--- src/hw/pwt_pkg.sv ---
// package: register map, field layout and encodings of the pwm timebase block
package pwt_pkg;

    // ------------------------------------------------------------
    // register indices (byte address on apb is four times the index)
    // ------------------------------------------------------------
    localparam logic [11:0] IDX_CLOCK_SOURCE   = 12'h48D;
    localparam logic [11:0] IDX_LOAD_TRIGGER   = 12'h48E;
    localparam logic [11:0] IDX_PERIOD_LOW     = 12'h48F;
    localparam logic [11:0] IDX_PERIOD_HIGH    = 12'h490;
    localparam logic [11:0] IDX_PRESCALER      = 12'h491;
    localparam logic [11:0] IDX_POSTSCALER     = 12'h492;
    localparam logic [11:0] IDX_PARAM_FLAGS    = 12'h493;
    localparam logic [11:0] IDX_IRQ_STATUS     = 12'h4A0;
    localparam logic [11:0] IDX_IRQ_MASK       = 12'h4A1;
    localparam int          ADDR_LSB           = 2;

    // ------------------------------------------------------------
    // field widths and reset values
    // ------------------------------------------------------------
    localparam int          CLK_SEL_W          = 4;
    localparam int          LOAD_SEL_W         = 3;
    localparam int          NUM_SOURCES        = 16;
    localparam int          NUM_IRQ            = 3;
    localparam logic [7:0]  BYTE_RESET         = 8'h00;
    localparam logic [15:0] PERIOD_RESET       = 16'h0000;
    localparam logic [31:0] WORD_ZERO          = 32'h0000_0000;

    // ------------------------------------------------------------
    // clock source codes, one source input bit per code
    // ------------------------------------------------------------
    localparam logic [3:0]  CLK_SEL_PIN0       = 4'h0;
    localparam logic [3:0]  CLK_SEL_SYSTEM     = 4'h2;
    localparam logic [3:0]  CLK_SEL_RESERVED   = 4'hF;

    // ------------------------------------------------------------
    // load trigger codes
    // ------------------------------------------------------------
    localparam logic [2:0]  LOAD_SEL_OFF       = 3'h0;
    localparam logic [2:0]  LOAD_SEL_PIN0      = 3'h1;
    localparam logic [2:0]  LOAD_SEL_PIN1      = 3'h2;
    localparam logic [2:0]  LOAD_SEL_CELL1     = 3'h3;
    localparam logic [2:0]  LOAD_SEL_CELL4     = 3'h6;
    localparam logic [2:0]  LOAD_SEL_RESERVED  = 3'h7;

    // ------------------------------------------------------------
    // slice modes and flag / status bit positions
    // ------------------------------------------------------------
    localparam logic [2:0]  MODE_LEFT          = 3'h0;
    localparam logic [2:0]  MODE_RIGHT         = 3'h1;
    localparam logic [2:0]  MODE_CENTER        = 3'h2;
    localparam logic [2:0]  MODE_VARIABLE      = 3'h3;
    localparam logic [2:0]  MODE_CMP_SET       = 3'h4;
    localparam logic [2:0]  MODE_CMP_TOGGLE    = 3'h5;
    localparam int          FLAG_P1            = 0;
    localparam int          FLAG_P2            = 1;
    localparam int          IRQ_PERIOD         = 0;
    localparam int          IRQ_P1             = 1;
    localparam int          IRQ_P2             = 2;

endpackage : pwt_pkg

--- src/hw/pwt_sync.sv ---
// two-stage synchroniser bank for inputs from outside the clock domain
`timescale 1ns/100ps
module pwt_sync #(
    parameter int W = 1
) (
    input  wire logic         clock,
    input  wire logic         rst_b,
    input  wire logic [W-1:0] d,
    output logic      [W-1:0] q
);
    // ------------------------------------------------------------
    // per-bit flop pair; first stage feeds only the second
    // ------------------------------------------------------------
    genvar i;
    generate
        for (i = 0; i < W; i++) begin : g_bit
            logic meta_r;
            logic meta_nxt;
            logic q_nxt;
            // next values simply follow the chain
            always_comb begin
                meta_nxt = d[i];
                q_nxt    = meta_r;
            end
            always_ff @(posedge clock or negedge rst_b) begin
                if (!rst_b) begin
                    meta_r <= 1'b0;
                    q[i]   <= 1'b0;
                end else begin
                    meta_r <= meta_nxt;
                    q[i]   <= q_nxt;
                end
            end
        end
    endgenerate
endmodule : pwt_sync

--- src/hw/pwt_timebase.sv ---
// pwm timebase: clock select, prescaler, period timer, load trigger, postscaler, flags, apb
// ------------------------------------------------------------
// Functional notes
// - A 4-bit field picks the timer clock among logic cells, oscillators, system clock and two pins.
// - A 3-bit field picks the auto-load trigger: 0 off, 1-2 pins, 3-6 logic cells, 7 reserved.
// - A 16-bit period value sets how many prescaled ticks make one pwm period.
// - The period value is reached as a low byte and a high byte at separate addresses.
// - The selected clock is divided by the prescale value plus one.
// - The period interrupt fires once every postscale value plus one period events.
// - In variable or compare mode a parameter flag sets when the counter matches its parameter.
// - In right mode a flag sets on the rising output edge, in center mode on any output change.
// - In left mode a flag sets on the falling output edge.
// - Flags are set by hardware, read zero until an event, and software clears them by writing zero.
// - A period event happens when the timer equals the period, and the timer resets then.
// - In sleep the block only runs if the selected clock keeps running in sleep.
// - The postscale counter resets while disabled, and postscale changes act at once.
// ------------------------------------------------------------
`timescale 1ns/100ps
module pwt_timebase (
    input  wire logic        clock,
    input  wire logic        rst_b,
    input  wire logic        psel,
    input  wire logic        penable,
    input  wire logic        pwrite,
    input  wire logic [15:0] paddr,
    input  wire logic [31:0] pwdata,
    output logic      [31:0] prdata,
    output logic             pready,
    output logic             pslverr,
    input  wire logic        pin_input_zero,
    input  wire logic        pin_input_one,
    input  wire logic        logic_cell_one_out,
    input  wire logic        logic_cell_two_out,
    input  wire logic        logic_cell_three_out,
    input  wire logic        logic_cell_four_out,
    input  wire logic        numeric_oscillator_out,
    input  wire logic        reference_clock_out,
    input  wire logic        ext_osc_in,
    input  wire logic        sec_osc_in,
    input  wire logic        mf32_osc_in,
    input  wire logic        mf500_osc_in,
    input  wire logic        lf_osc_in,
    input  wire logic        hf_osc_in,
    input  wire logic        sleep_mode,
    input  wire logic        pwm_enable,
    input  wire logic        load_request,
    input  wire logic [2:0]  slice_mode,
    input  wire logic        param_one_match,
    input  wire logic        param_two_match,
    input  wire logic        param_one_out,
    input  wire logic        param_two_out,
    output logic [15:0]      timer_value,
    output logic [15:0]      period_active,
    output logic             period_event,
    output logic             period_irq,
    output logic             load_done,
    output logic             irq
);
    // ------------------------------------------------------------
    // source synchronisers; bit n is the source of clock code n
    // ------------------------------------------------------------
    logic [pwt_pkg::NUM_SOURCES-1:0] src_raw;
    logic [pwt_pkg::NUM_SOURCES-1:0] src_sync;
    logic [pwt_pkg::NUM_SOURCES-1:0] src_prev_r;
    assign src_raw = {1'b0, logic_cell_four_out, logic_cell_three_out, logic_cell_two_out,
                      logic_cell_one_out, numeric_oscillator_out, reference_clock_out,
                      ext_osc_in, sec_osc_in, mf32_osc_in, mf500_osc_in, lf_osc_in,
                      hf_osc_in, 1'b1, pin_input_one, pin_input_zero};
    pwt_sync #(.W(pwt_pkg::NUM_SOURCES)) u_sync (
        .clock (clock),
        .rst_b (rst_b),
        .d     (src_raw),
        .q     (src_sync)
    );

    // ------------------------------------------------------------
    // registers
    // ------------------------------------------------------------
    logic [3:0]  clk_sel_r,   clk_sel_nxt;
    logic [2:0]  load_sel_r,  load_sel_nxt;
    logic [15:0] period_r,    period_nxt;
    logic [7:0]  prescale_r,  prescale_nxt;
    logic [7:0]  postscale_r, postscale_nxt;
    logic [1:0]  flags_r,     flags_nxt;
    logic [2:0]  irq_st_r,    irq_st_nxt;
    logic [2:0]  irq_mask_r,  irq_mask_nxt;
    logic [31:0] prdata_nxt;
    logic [11:0] idx;
    logic        wr_en, rd_setup, mapped;
    logic [7:0]  wbyte;

    // ------------------------------------------------------------
    // timebase state
    // ------------------------------------------------------------
    logic [7:0]  pre_cnt_r,  pre_cnt_nxt;
    logic [15:0] timer_r,    timer_nxt;
    logic [15:0] per_buf_r,  per_buf_nxt;
    logic [7:0]  post_cnt_r, post_cnt_nxt;
    logic        load_pend_r, load_pend_nxt;
    logic        p1_prev_r, p2_prev_r;
    logic        per_evt_r, per_irq_r, load_done_r;
    logic        src_edge, tick, per_hit, post_hit, trig_edge, load_now;
    logic [1:0]  flag_set;
    // apb decode: zero wait states, read data latched in setup phase
    assign idx      = paddr[pwt_pkg::ADDR_LSB +: 12];
    assign wr_en    = psel & penable & pwrite & mapped;
    assign rd_setup = psel & ~penable & ~pwrite;
    assign wbyte    = pwdata[7:0];
    assign pready   = 1'b1;
    assign pslverr  = psel & penable & ~mapped;
    always_comb begin
        case (idx)
            pwt_pkg::IDX_CLOCK_SOURCE, pwt_pkg::IDX_LOAD_TRIGGER, pwt_pkg::IDX_PERIOD_LOW,
            pwt_pkg::IDX_PERIOD_HIGH, pwt_pkg::IDX_PRESCALER, pwt_pkg::IDX_POSTSCALER,
            pwt_pkg::IDX_PARAM_FLAGS, pwt_pkg::IDX_IRQ_STATUS, pwt_pkg::IDX_IRQ_MASK: mapped = 1'b1;
            default: mapped = 1'b0;
        endcase
    end
    // read mux; unused upper bits read zero
    always_comb begin
        prdata_nxt = prdata;
        if (rd_setup) begin
            prdata_nxt = pwt_pkg::WORD_ZERO;
            case (idx)
                pwt_pkg::IDX_CLOCK_SOURCE: prdata_nxt[3:0] = clk_sel_r;
                pwt_pkg::IDX_LOAD_TRIGGER: prdata_nxt[2:0] = load_sel_r;
                pwt_pkg::IDX_PERIOD_LOW:   prdata_nxt[7:0] = period_r[7:0];
                pwt_pkg::IDX_PERIOD_HIGH:  prdata_nxt[7:0] = period_r[15:8];
                pwt_pkg::IDX_PRESCALER:    prdata_nxt[7:0] = prescale_r;
                pwt_pkg::IDX_POSTSCALER:   prdata_nxt[7:0] = postscale_r;
                pwt_pkg::IDX_PARAM_FLAGS:  prdata_nxt[1:0] = flags_r;
                pwt_pkg::IDX_IRQ_STATUS:   prdata_nxt[2:0] = irq_st_r;
                pwt_pkg::IDX_IRQ_MASK:     prdata_nxt[2:0] = irq_mask_r;
                default:                   prdata_nxt = pwt_pkg::WORD_ZERO;
            endcase
        end
    end
    // register writes; hardware set wins over a clearing write in the same cycle
    always_comb begin
        clk_sel_nxt   = clk_sel_r;
        load_sel_nxt  = load_sel_r;
        period_nxt    = period_r;
        prescale_nxt  = prescale_r;
        postscale_nxt = postscale_r;
        flags_nxt     = flags_r;
        irq_st_nxt    = irq_st_r;
        irq_mask_nxt  = irq_mask_r;
        if (wr_en) begin
            case (idx)
                pwt_pkg::IDX_CLOCK_SOURCE: clk_sel_nxt = wbyte[3:0];
                pwt_pkg::IDX_LOAD_TRIGGER: load_sel_nxt = wbyte[2:0];
                pwt_pkg::IDX_PERIOD_LOW:   period_nxt[7:0] = wbyte;
                pwt_pkg::IDX_PERIOD_HIGH:  period_nxt[15:8] = wbyte;
                pwt_pkg::IDX_PRESCALER:    prescale_nxt = wbyte;
                pwt_pkg::IDX_POSTSCALER:   postscale_nxt = wbyte;
                pwt_pkg::IDX_PARAM_FLAGS:  flags_nxt = wbyte[1:0];
                pwt_pkg::IDX_IRQ_STATUS:   irq_st_nxt = irq_st_r & ~wbyte[2:0];
                pwt_pkg::IDX_IRQ_MASK:     irq_mask_nxt = wbyte[2:0];
                default:                   flags_nxt = flags_r;
            endcase
        end
        flags_nxt  = flags_nxt | flag_set;
        irq_st_nxt = irq_st_nxt | {flag_set, post_hit};
    end

    // ------------------------------------------------------------
    // clock selection and prescaler
    // ------------------------------------------------------------
    // system clock stops in sleep, so it yields no ticks then
    always_comb begin
        src_edge = src_sync[clk_sel_r] & ~src_prev_r[clk_sel_r];
        if (clk_sel_r == pwt_pkg::CLK_SEL_SYSTEM)
            src_edge = ~sleep_mode;
        else if (clk_sel_r == pwt_pkg::CLK_SEL_RESERVED)
            src_edge = 1'b0;
        tick = pwm_enable & src_edge & (pre_cnt_r == prescale_r);
        if (!pwm_enable)
            pre_cnt_nxt = pwt_pkg::BYTE_RESET;
        else if (src_edge)
            pre_cnt_nxt = tick ? pwt_pkg::BYTE_RESET : pre_cnt_r + 8'h01;
        else
            pre_cnt_nxt = pre_cnt_r;
    end

    // ------------------------------------------------------------
    // load trigger select and buffered period timer
    // ------------------------------------------------------------
    always_comb begin
        case (load_sel_r)
            pwt_pkg::LOAD_SEL_PIN0:  trig_edge = src_sync[0] & ~src_prev_r[0];
            pwt_pkg::LOAD_SEL_PIN1:  trig_edge = src_sync[1] & ~src_prev_r[1];
            3'h3, 3'h4, 3'h5, pwt_pkg::LOAD_SEL_CELL4: begin
                trig_edge = src_sync[load_sel_r + 4'h8] & ~src_prev_r[load_sel_r + 4'h8];
            end
            default:                 trig_edge = 1'b0;                         // off and reserved
        endcase
        per_hit       = tick & (timer_r == per_buf_r);
        load_now      = per_hit & load_pend_r;
        load_pend_nxt = pwm_enable & ((load_pend_r & ~per_hit) | load_request | trig_edge);
        if (!pwm_enable) begin
            timer_nxt   = pwt_pkg::PERIOD_RESET;
            per_buf_nxt = period_r;                                              // copied on enable
        end else begin
            timer_nxt   = per_hit ? pwt_pkg::PERIOD_RESET : timer_r + (tick ? 16'h0001 : 16'h0000);
            per_buf_nxt = load_now ? period_r : per_buf_r;
        end
    end

    // ------------------------------------------------------------
    // period interrupt postscaler; live compare so changes act at once
    // ------------------------------------------------------------
    always_comb begin
        post_hit = per_hit & (post_cnt_r >= postscale_r);
        if (!pwm_enable)
            post_cnt_nxt = pwt_pkg::BYTE_RESET;
        else if (per_hit)
            post_cnt_nxt = post_hit ? pwt_pkg::BYTE_RESET : post_cnt_r + 8'h01;
        else
            post_cnt_nxt = post_cnt_r;
    end

    // ------------------------------------------------------------
    // parameter flag events per slice mode
    // ------------------------------------------------------------
    always_comb begin
        case (slice_mode)
            pwt_pkg::MODE_VARIABLE, pwt_pkg::MODE_CMP_SET, pwt_pkg::MODE_CMP_TOGGLE:
                flag_set = {param_two_match, param_one_match};
            pwt_pkg::MODE_RIGHT:
                flag_set = {param_two_out & ~p2_prev_r, param_one_out & ~p1_prev_r};
            pwt_pkg::MODE_CENTER:
                flag_set = {param_two_out ^ p2_prev_r, param_one_out ^ p1_prev_r};
            pwt_pkg::MODE_LEFT:
                flag_set = {~param_two_out & p2_prev_r, ~param_one_out & p1_prev_r};
            default:
                flag_set = 2'b00;
        endcase
    end

    // ------------------------------------------------------------
    // state registers
    // ------------------------------------------------------------
    always_ff @(posedge clock or negedge rst_b) begin
        if (!rst_b) begin
            clk_sel_r   <= '0;
            load_sel_r  <= '0;
            period_r    <= pwt_pkg::PERIOD_RESET;
            prescale_r  <= pwt_pkg::BYTE_RESET;
            postscale_r <= pwt_pkg::BYTE_RESET;
            flags_r     <= '0;
            irq_st_r    <= '0;
            irq_mask_r  <= '0;
            prdata      <= pwt_pkg::WORD_ZERO;
            src_prev_r  <= '0;
            pre_cnt_r   <= pwt_pkg::BYTE_RESET;
            timer_r     <= pwt_pkg::PERIOD_RESET;
            per_buf_r   <= pwt_pkg::PERIOD_RESET;
            post_cnt_r  <= pwt_pkg::BYTE_RESET;
            load_pend_r <= 1'b0;
            p1_prev_r   <= 1'b0;
            p2_prev_r   <= 1'b0;
            per_evt_r   <= 1'b0;
            per_irq_r   <= 1'b0;
            load_done_r <= 1'b0;
        end else begin
            clk_sel_r   <= clk_sel_nxt;
            load_sel_r  <= load_sel_nxt;
            period_r    <= period_nxt;
            prescale_r  <= prescale_nxt;
            postscale_r <= postscale_nxt;
            flags_r     <= flags_nxt;
            irq_st_r    <= irq_st_nxt;
            irq_mask_r  <= irq_mask_nxt;
            prdata      <= prdata_nxt;
            src_prev_r  <= src_sync;
            pre_cnt_r   <= pre_cnt_nxt;
            timer_r     <= timer_nxt;
            per_buf_r   <= per_buf_nxt;
            post_cnt_r  <= post_cnt_nxt;
            load_pend_r <= load_pend_nxt;
            p1_prev_r   <= param_one_out;
            p2_prev_r   <= param_two_out;
            per_evt_r   <= per_hit;
            per_irq_r   <= post_hit;
            load_done_r <= load_now;
        end
    end
    assign timer_value   = timer_r;
    assign period_active = per_buf_r;
    assign period_event  = per_evt_r;
    assign period_irq    = per_irq_r;
    assign load_done     = load_done_r;
    assign irq           = |(irq_st_r & irq_mask_r);
endmodule : pwt_timebase

--- config.mk ---
export PLATFORM = sky130hd
export DESIGN_NAME = pwt_timebase
export DESIGN_NICKNAME = d
export VERILOG_FILES = /design/src/hw/pwt_pkg.sv /design/src/hw/pwt_sync.sv /design/src/hw/pwt_timebase.sv
export SDC_FILE = /design/constraint.sdc
export NUM_CORES = 1
export LEC_CHECK = 0
export ABC_AREA = 1
export BUFFER_PORTS_ARGS = -buffer_cell sky130_fd_sc_hd__buf_2
export CORE_AREA = 2 2 138 140
export DETAILED_ROUTE_END_ITERATION = 10
export DIE_AREA = 0 0 140 142
export GPL_TIMING_DRIVEN = 0
export SYNTH_ARGS = -nofsm -noshare
export SYNTH_HDL_FRONTEND = slang
export SYNTH_HIERARCHICAL = 1
export SYNTH_SLANG_ARGS = --single-unit
--- constraint.sdc ---
create_clock -name clock -period 3.5 [get_ports clock]
set_input_delay 0.175 -clock clock [delete_from_list [all_inputs] [get_ports clock]]
set_output_delay 0.175 -clock clock [all_outputs]
set_load 0.01 [all_outputs]
After elaboration in Yosys (flattened, before gate mapping):

Index checks and enable logic that the tools add are counted.

* register bits after elaboration: 154
* bits of input ports: 77
* output and inout port bits: 70

* add/sub/neg operators: 4
* $lt $le $gt $ge: 3
* eq/ne operators: 27
* mux-type cells: 32
* bitwise operators: 43
* reduce and logical (&&, ||, !) cells: 12

Operator list (count)
* $eq 12x11->1 const B: 9
* $mux 16: 4
* $mux 8: 6
* $and 1x1->1: 21
* $pmux 2 s9: 1
* $add 16x1->16: 1
* $add 8x1->8 const B: 2
* $bmux 1 s4: 4
* $eq 16x16->1: 1
* $pmux 4 s4: 1
* $eq 3x3->1 const B: 5
* $reduce_and 2->1: 7
* $not 1->1: 13
* $eq 3x2->1 const B: 4
* $lt 4x5->1 const B: 2
* $reduce_or 9->1: 1
* $eq 8x8->1: 1
* $ge 8x8->1: 1
* $mux 1: 8
* $pmux 1 s8: 1
* $pmux 2 s4: 1
* $and 3x3->3: 2
* $eq 3x1->1 const B: 2
* $mux 3: 2
* 15 further kinds: 21

Longest topological paths before layout:

* depth after elaboration: 14
* depth in mapped cells: 23
* gate-level depth less buffers: 22

Modules after synthesis:

Netlist, hierarchy kept.

Modules (own cells, without submodules)
* pwt_timebase: instances 1, cells an instance 821, area each 6752.7 um2
* pwt_sync: instances 1, cells an instance 32, area each 800.8 um2

Worst setup path before layout:

OpenSTA, ideal clock, no wires.

* path type: register to register
* start point: register clk_sel_r[0]
* end point: register timer_r[15], in the netlist timer_value[15]
* library setup time: 0.121 ns
* data arrival time: 2.355 ns
* slack: 1.024 ns
* cell stages (with the launch flop): 23
* path buffers: 1
* cell sequence: dfrtp_1 -> buf_4 -> inv_2 -> nand3_1 -> nand3_1 -> nand2_1 -> nand2_1 -> nand3_1 -> nand2_2 -> nand3_2 -> inv_1 -> ha_1 -> nand2_1 -> nor2_1 -> nand2_1 -> nor2_1 -> nand2_1 -> nor2_2 -> nand2_1 -> nor3_2 -> nand2_1 -> xor2_1 -> nor2_1

* word-level cells in the longest chain between the ends: 12

RTL lines
* start: declaration: line pwt_timebase.sv:79 `logic [3:0] clk_sel_r, clk_sel_nxt;`
* start signal: assignment: line pwt_timebase.sv:266 `clk_sel_r <= clk_sel_nxt;`
* $bmux 1 s4: line pwt_timebase.sv:171 `src_edge = src_sync[clk_sel_r] & ~src_prev_r[clk_sel_r];`
* $mux 1 (implied by the code): line pwt_timebase.sv:171
* $not 1->1: line pwt_timebase.sv:171
* $and 1x1->1: line pwt_timebase.sv:171
* $mux 1: line pwt_timebase.sv:174 `else if (clk_sel_r == pwt_pkg::CLK_SEL_RESERVED)`
* $mux 1 *: line pwt_timebase.sv:172 `if (clk_sel_r == pwt_pkg::CLK_SEL_SYSTEM)`
* $and 1x1->1 * (2 in series): line pwt_timebase.sv:176 `tick = pwm_enable & src_edge & (pre_cnt_r == prescale_r);`
* $mux 1: line pwt_timebase.sv:204 `timer_nxt = per_hit ? pwt_pkg::PERIOD_RESET : timer_r + (tick ? 16'h0001 : 16'h0000);`
* $add 16x1->16: line pwt_timebase.sv:204
* $mux 16 *: line pwt_timebase.sv:204
* $mux 16 *: line pwt_timebase.sv:200 `if (!pwm_enable) begin`
* named net timer_nxt[15]: line pwt_timebase.sv:96 `logic [15:0] timer_r, timer_nxt;`
* end signal: assignment: line pwt_timebase.sv:256 `timer_r <= pwt_pkg::PERIOD_RESET;`
* end signal: assignment: line pwt_timebase.sv:277 `timer_r <= timer_nxt;`
* end: declaration: line pwt_timebase.sv:96

The timed path passes the listed nets; every way through them passes the cells marked *. The select of a mux whose other input is x is not followed.
A chain may end at the register's enable or synchronous reset.

Final worst setup path:

Same ends and word-level chain as after synthesis.

==> metrics.md <==
| Metric | Value |
|---|---|
| Status | complete, but fails checks |
| Failing checks | design-rule violations |
| Final number of setup-violating endpoints | 0 |
| Clock root buffer | clkbuf_16 |
| 1st-pass router iterations | 8 |
| CTS HTree Levels | 4 |
| Final Power | 3.81 mW |
| Largest stage delay on the critical path | around 360 ps |
| R2R Path Start | clk_sel_r[0] |
| Total CTS buffers | 17 |
| Wire length of the first global-routing pass | between 20000 and 30000 um |
| CP max-delay cell | dfrtp_1 |
| I/O pins | about 150 |
| Initial antenna violation count | 0 |
| Final max-slew violation count | 0 |
| Worst Setup SP | clk_sel_r[0] |
| Tcrit/Tclk final | 0.836 |
| PwrDens | ~420 nW/um^2 |
| WP data arrival | between 3000 and 4000 ps |
| Critical path peak fanout | 10 |
| Hold WS | between 20 and 30 ps |
| Die X | about 140 um |
| Worst vdd ir | ~0.35 mV |
| Inst Count DP | between 1000 and 1500 |
| Worst-path clk slew | 70 ps |
| Final Non-Filler Cells | around 1200 |
| Initial Utilization | 0.404 |
| Layout cells sized above 1 | 0.204 |
| Std cell rows | 50 |
| MaxCap Viol Count | 0 |
| Buf+Inv Stages, Crit Path | 3 |
| Largest net degree at the start of global routing | 91 |
| Top delay family on crit path | simple AND/OR/NAND/NOR gates |
| Total global routing overflow | 0 |
| Detailed-route via count | 5971 |
| Post-DR vias/cell | 4.78 |
| HPWL Detailed | ~13000 um |
| # hold bufs at CTS | 17 |
| Diodes inserted | 0 |
| Fin. Hold Viols | 0 |
| Sequential fraction of design power | 0.469 |
| Clock Path Buffers | 2 |
| Commonest non-fill, non-tap cell in the layout | nand2_1 |
| # DRC | 6 |
| Worst Hold Class | in2reg |
| Post-DRT Antenna Nets | 0 |
| Req. time, crit path | approximately 3800 ps |
| Max-slew headroom | 0.231 |
| CTS sink count | 151 |
| Net Sw Frac | 0.263 |
| All-Layer GR Usage | 0.184 |
| Yosys warning total | 6 |
| CTS tree | yes |
| Pre-CTS setup slack | ~600 ps |
| RD Place Congestion | 0.799 |
| Routed WL | roughly 17000 um |
| Final setup margin | between 500 and 600 ps |
| Type of origin of the critical path | flip-flop |
| Min Tclk post-route | 2920 ps |
| Routed WL per cell | about 14 um |
| Post-CTS sizing | 0 |
| Crit. End Element | flip-flop |
| Quantity of I/O buffers inserted on ports | just over 90 |
| Die Ht | approximately 140 um |
| Die Area | a little under 20000 sq um |
| Mapped Area | 7450 sq um |
| Worst-Margin Slew | 1140 ps |
| Clk pwr share | 0.472 |
| RSZ-0062 raised after global routing | no |
| Nets | around 1100 |
| Worst Min Path Start | load_request |
| Post CTS Setup Buffer Count | 0 |
| Gate power share | 0.059 |
| Most used cell, CP | nand2_1 |
| Setup CP Type | reg2reg |
| Post-synthesis average cell area | between 8 and 9 sq um |
| Fmax | roughly 0.34 GHz |
| CP cell instances | buf_4 > inv_2 > nand3_1 > nand3_1 > nand2_1 > nand2_1 > nand3_1 > nand2_2 > nand3_2 > inv_1 > ha_1 > nand2_1 > nor2_1 > nand2_1 > nor2_1 > nand2_1 > nor2_2 > nand2_1 > nor3_2 > nand2_1 > xor2_1 > nor2_1 |
| Sw Pwr | approximately 1 mW |
| Number of global-route vias before repair | approximately 5700 |
| DRT iter0 DRCs | around 320 |
| Post-Route Skew | 10.1 ps |
| Cell count after synthesis | roughly 850 |
| Int Pwr | 2.81 mW |
| Core ar. | between 15000 and 20000 sq um |
| Leak pwr | roughly 4.5 nW |
| Most frequent cells in the layout | nand2_1, dfrtp_1, inv_1 |
| Syn-to-layout area delta | 21.9% |
| Clock latency on the worst-skew pair | 430 ps |
==> per-stage QoR <==
stage	utilization	cell area, sq um	setup TNS (ps)
detailed placement	0.451	8330	0
floorplan	-	7540	0
global placement	0.450	8300	-4140
finish	0.492	9080	0
CTS	0.492	9080	0
global route	0.492	9080	0
==> worst register-to-register path: cells and delay by family (launching register included) <==
family	cells	cell delay (ps)
XOR/XNOR	1	130
adder cells (fa/ha/maj)	1	160
buffers and inverters	3	390
flip-flops	1	360
AND/OR/NAND/NOR	17	1760
==> metal layers <==
| metal | GRT usage | wire [um] |
|---|---|---|
| met3 | 0.0410 | 857 |
| met5 | 0 | 0 |
| met2 | 0.295 | 8070 |
| met1 | 0.253 | 8200 |
| met4 | 0.0521 | 203 |
==> flip-flops by register name, summed over array words and instances (netlist names), 2 cells and up <==
signal	count
flags_r	2
timer_value	16
prescale_r	8
load_sel_r	3
irq_st_r	3
prdata	8
u_sync/g_bit.meta_r	14
period_r	16
irq_mask_r	3
postscale_r	8
pre_cnt_r	8
post_cnt_r	8
clk_sel_r	4
period_active	16
u_sync/q	14
src_prev_r	14
==> path summary, 6_finish.rpt <==
kind / endpoint / slack, ps / cells past startpoint
max: timer_value[15] / 580 / 22
max reg2reg: timer_value[15] / 580 / 22
min reg2reg: u_sync/q[7] / 350 / 0
min in group asynchronous: timer_value[12] / 290 / 2
min: load_pend_r / 30 / 3
max in group asynchronous: src_prev_r[6] / 2390 / 3
==> layout make-up <==
| type | instances | area (sq um) |
|---|---|---|
| Sequential cell | 151 | 3780 |
| Multi-Input combinational cell | 572 | 3050 |
| Tap cell | 234 | 293 |
| Clock inverter | 15 | 156 |
| Buffer | 38 | 290 |
| Inverter | 111 | 417 |
| Timing Repair Buffer | 111 | 669 |
| Clock buffer | 17 | 425 |
| Fill cell | 1768 | 9370 |
==> power by group through the flow <==
stage | Sequential (mW) | Combinational [mW] | Clock [mW]
3_3_place_gp | 1.82 | 0.209 | 0
2_1_floorplan | 1.82 | 0.107 | 0
3_5_place_dp | 1.82 | 0.214 | 0
6_report | 1.79 | 0.226 | 1.80
4_1_cts | 1.79 | 0.230 | 1.83
5_1_grt | 1.79 | 0.255 | 1.91
Power figures use the tool's default switching activity.
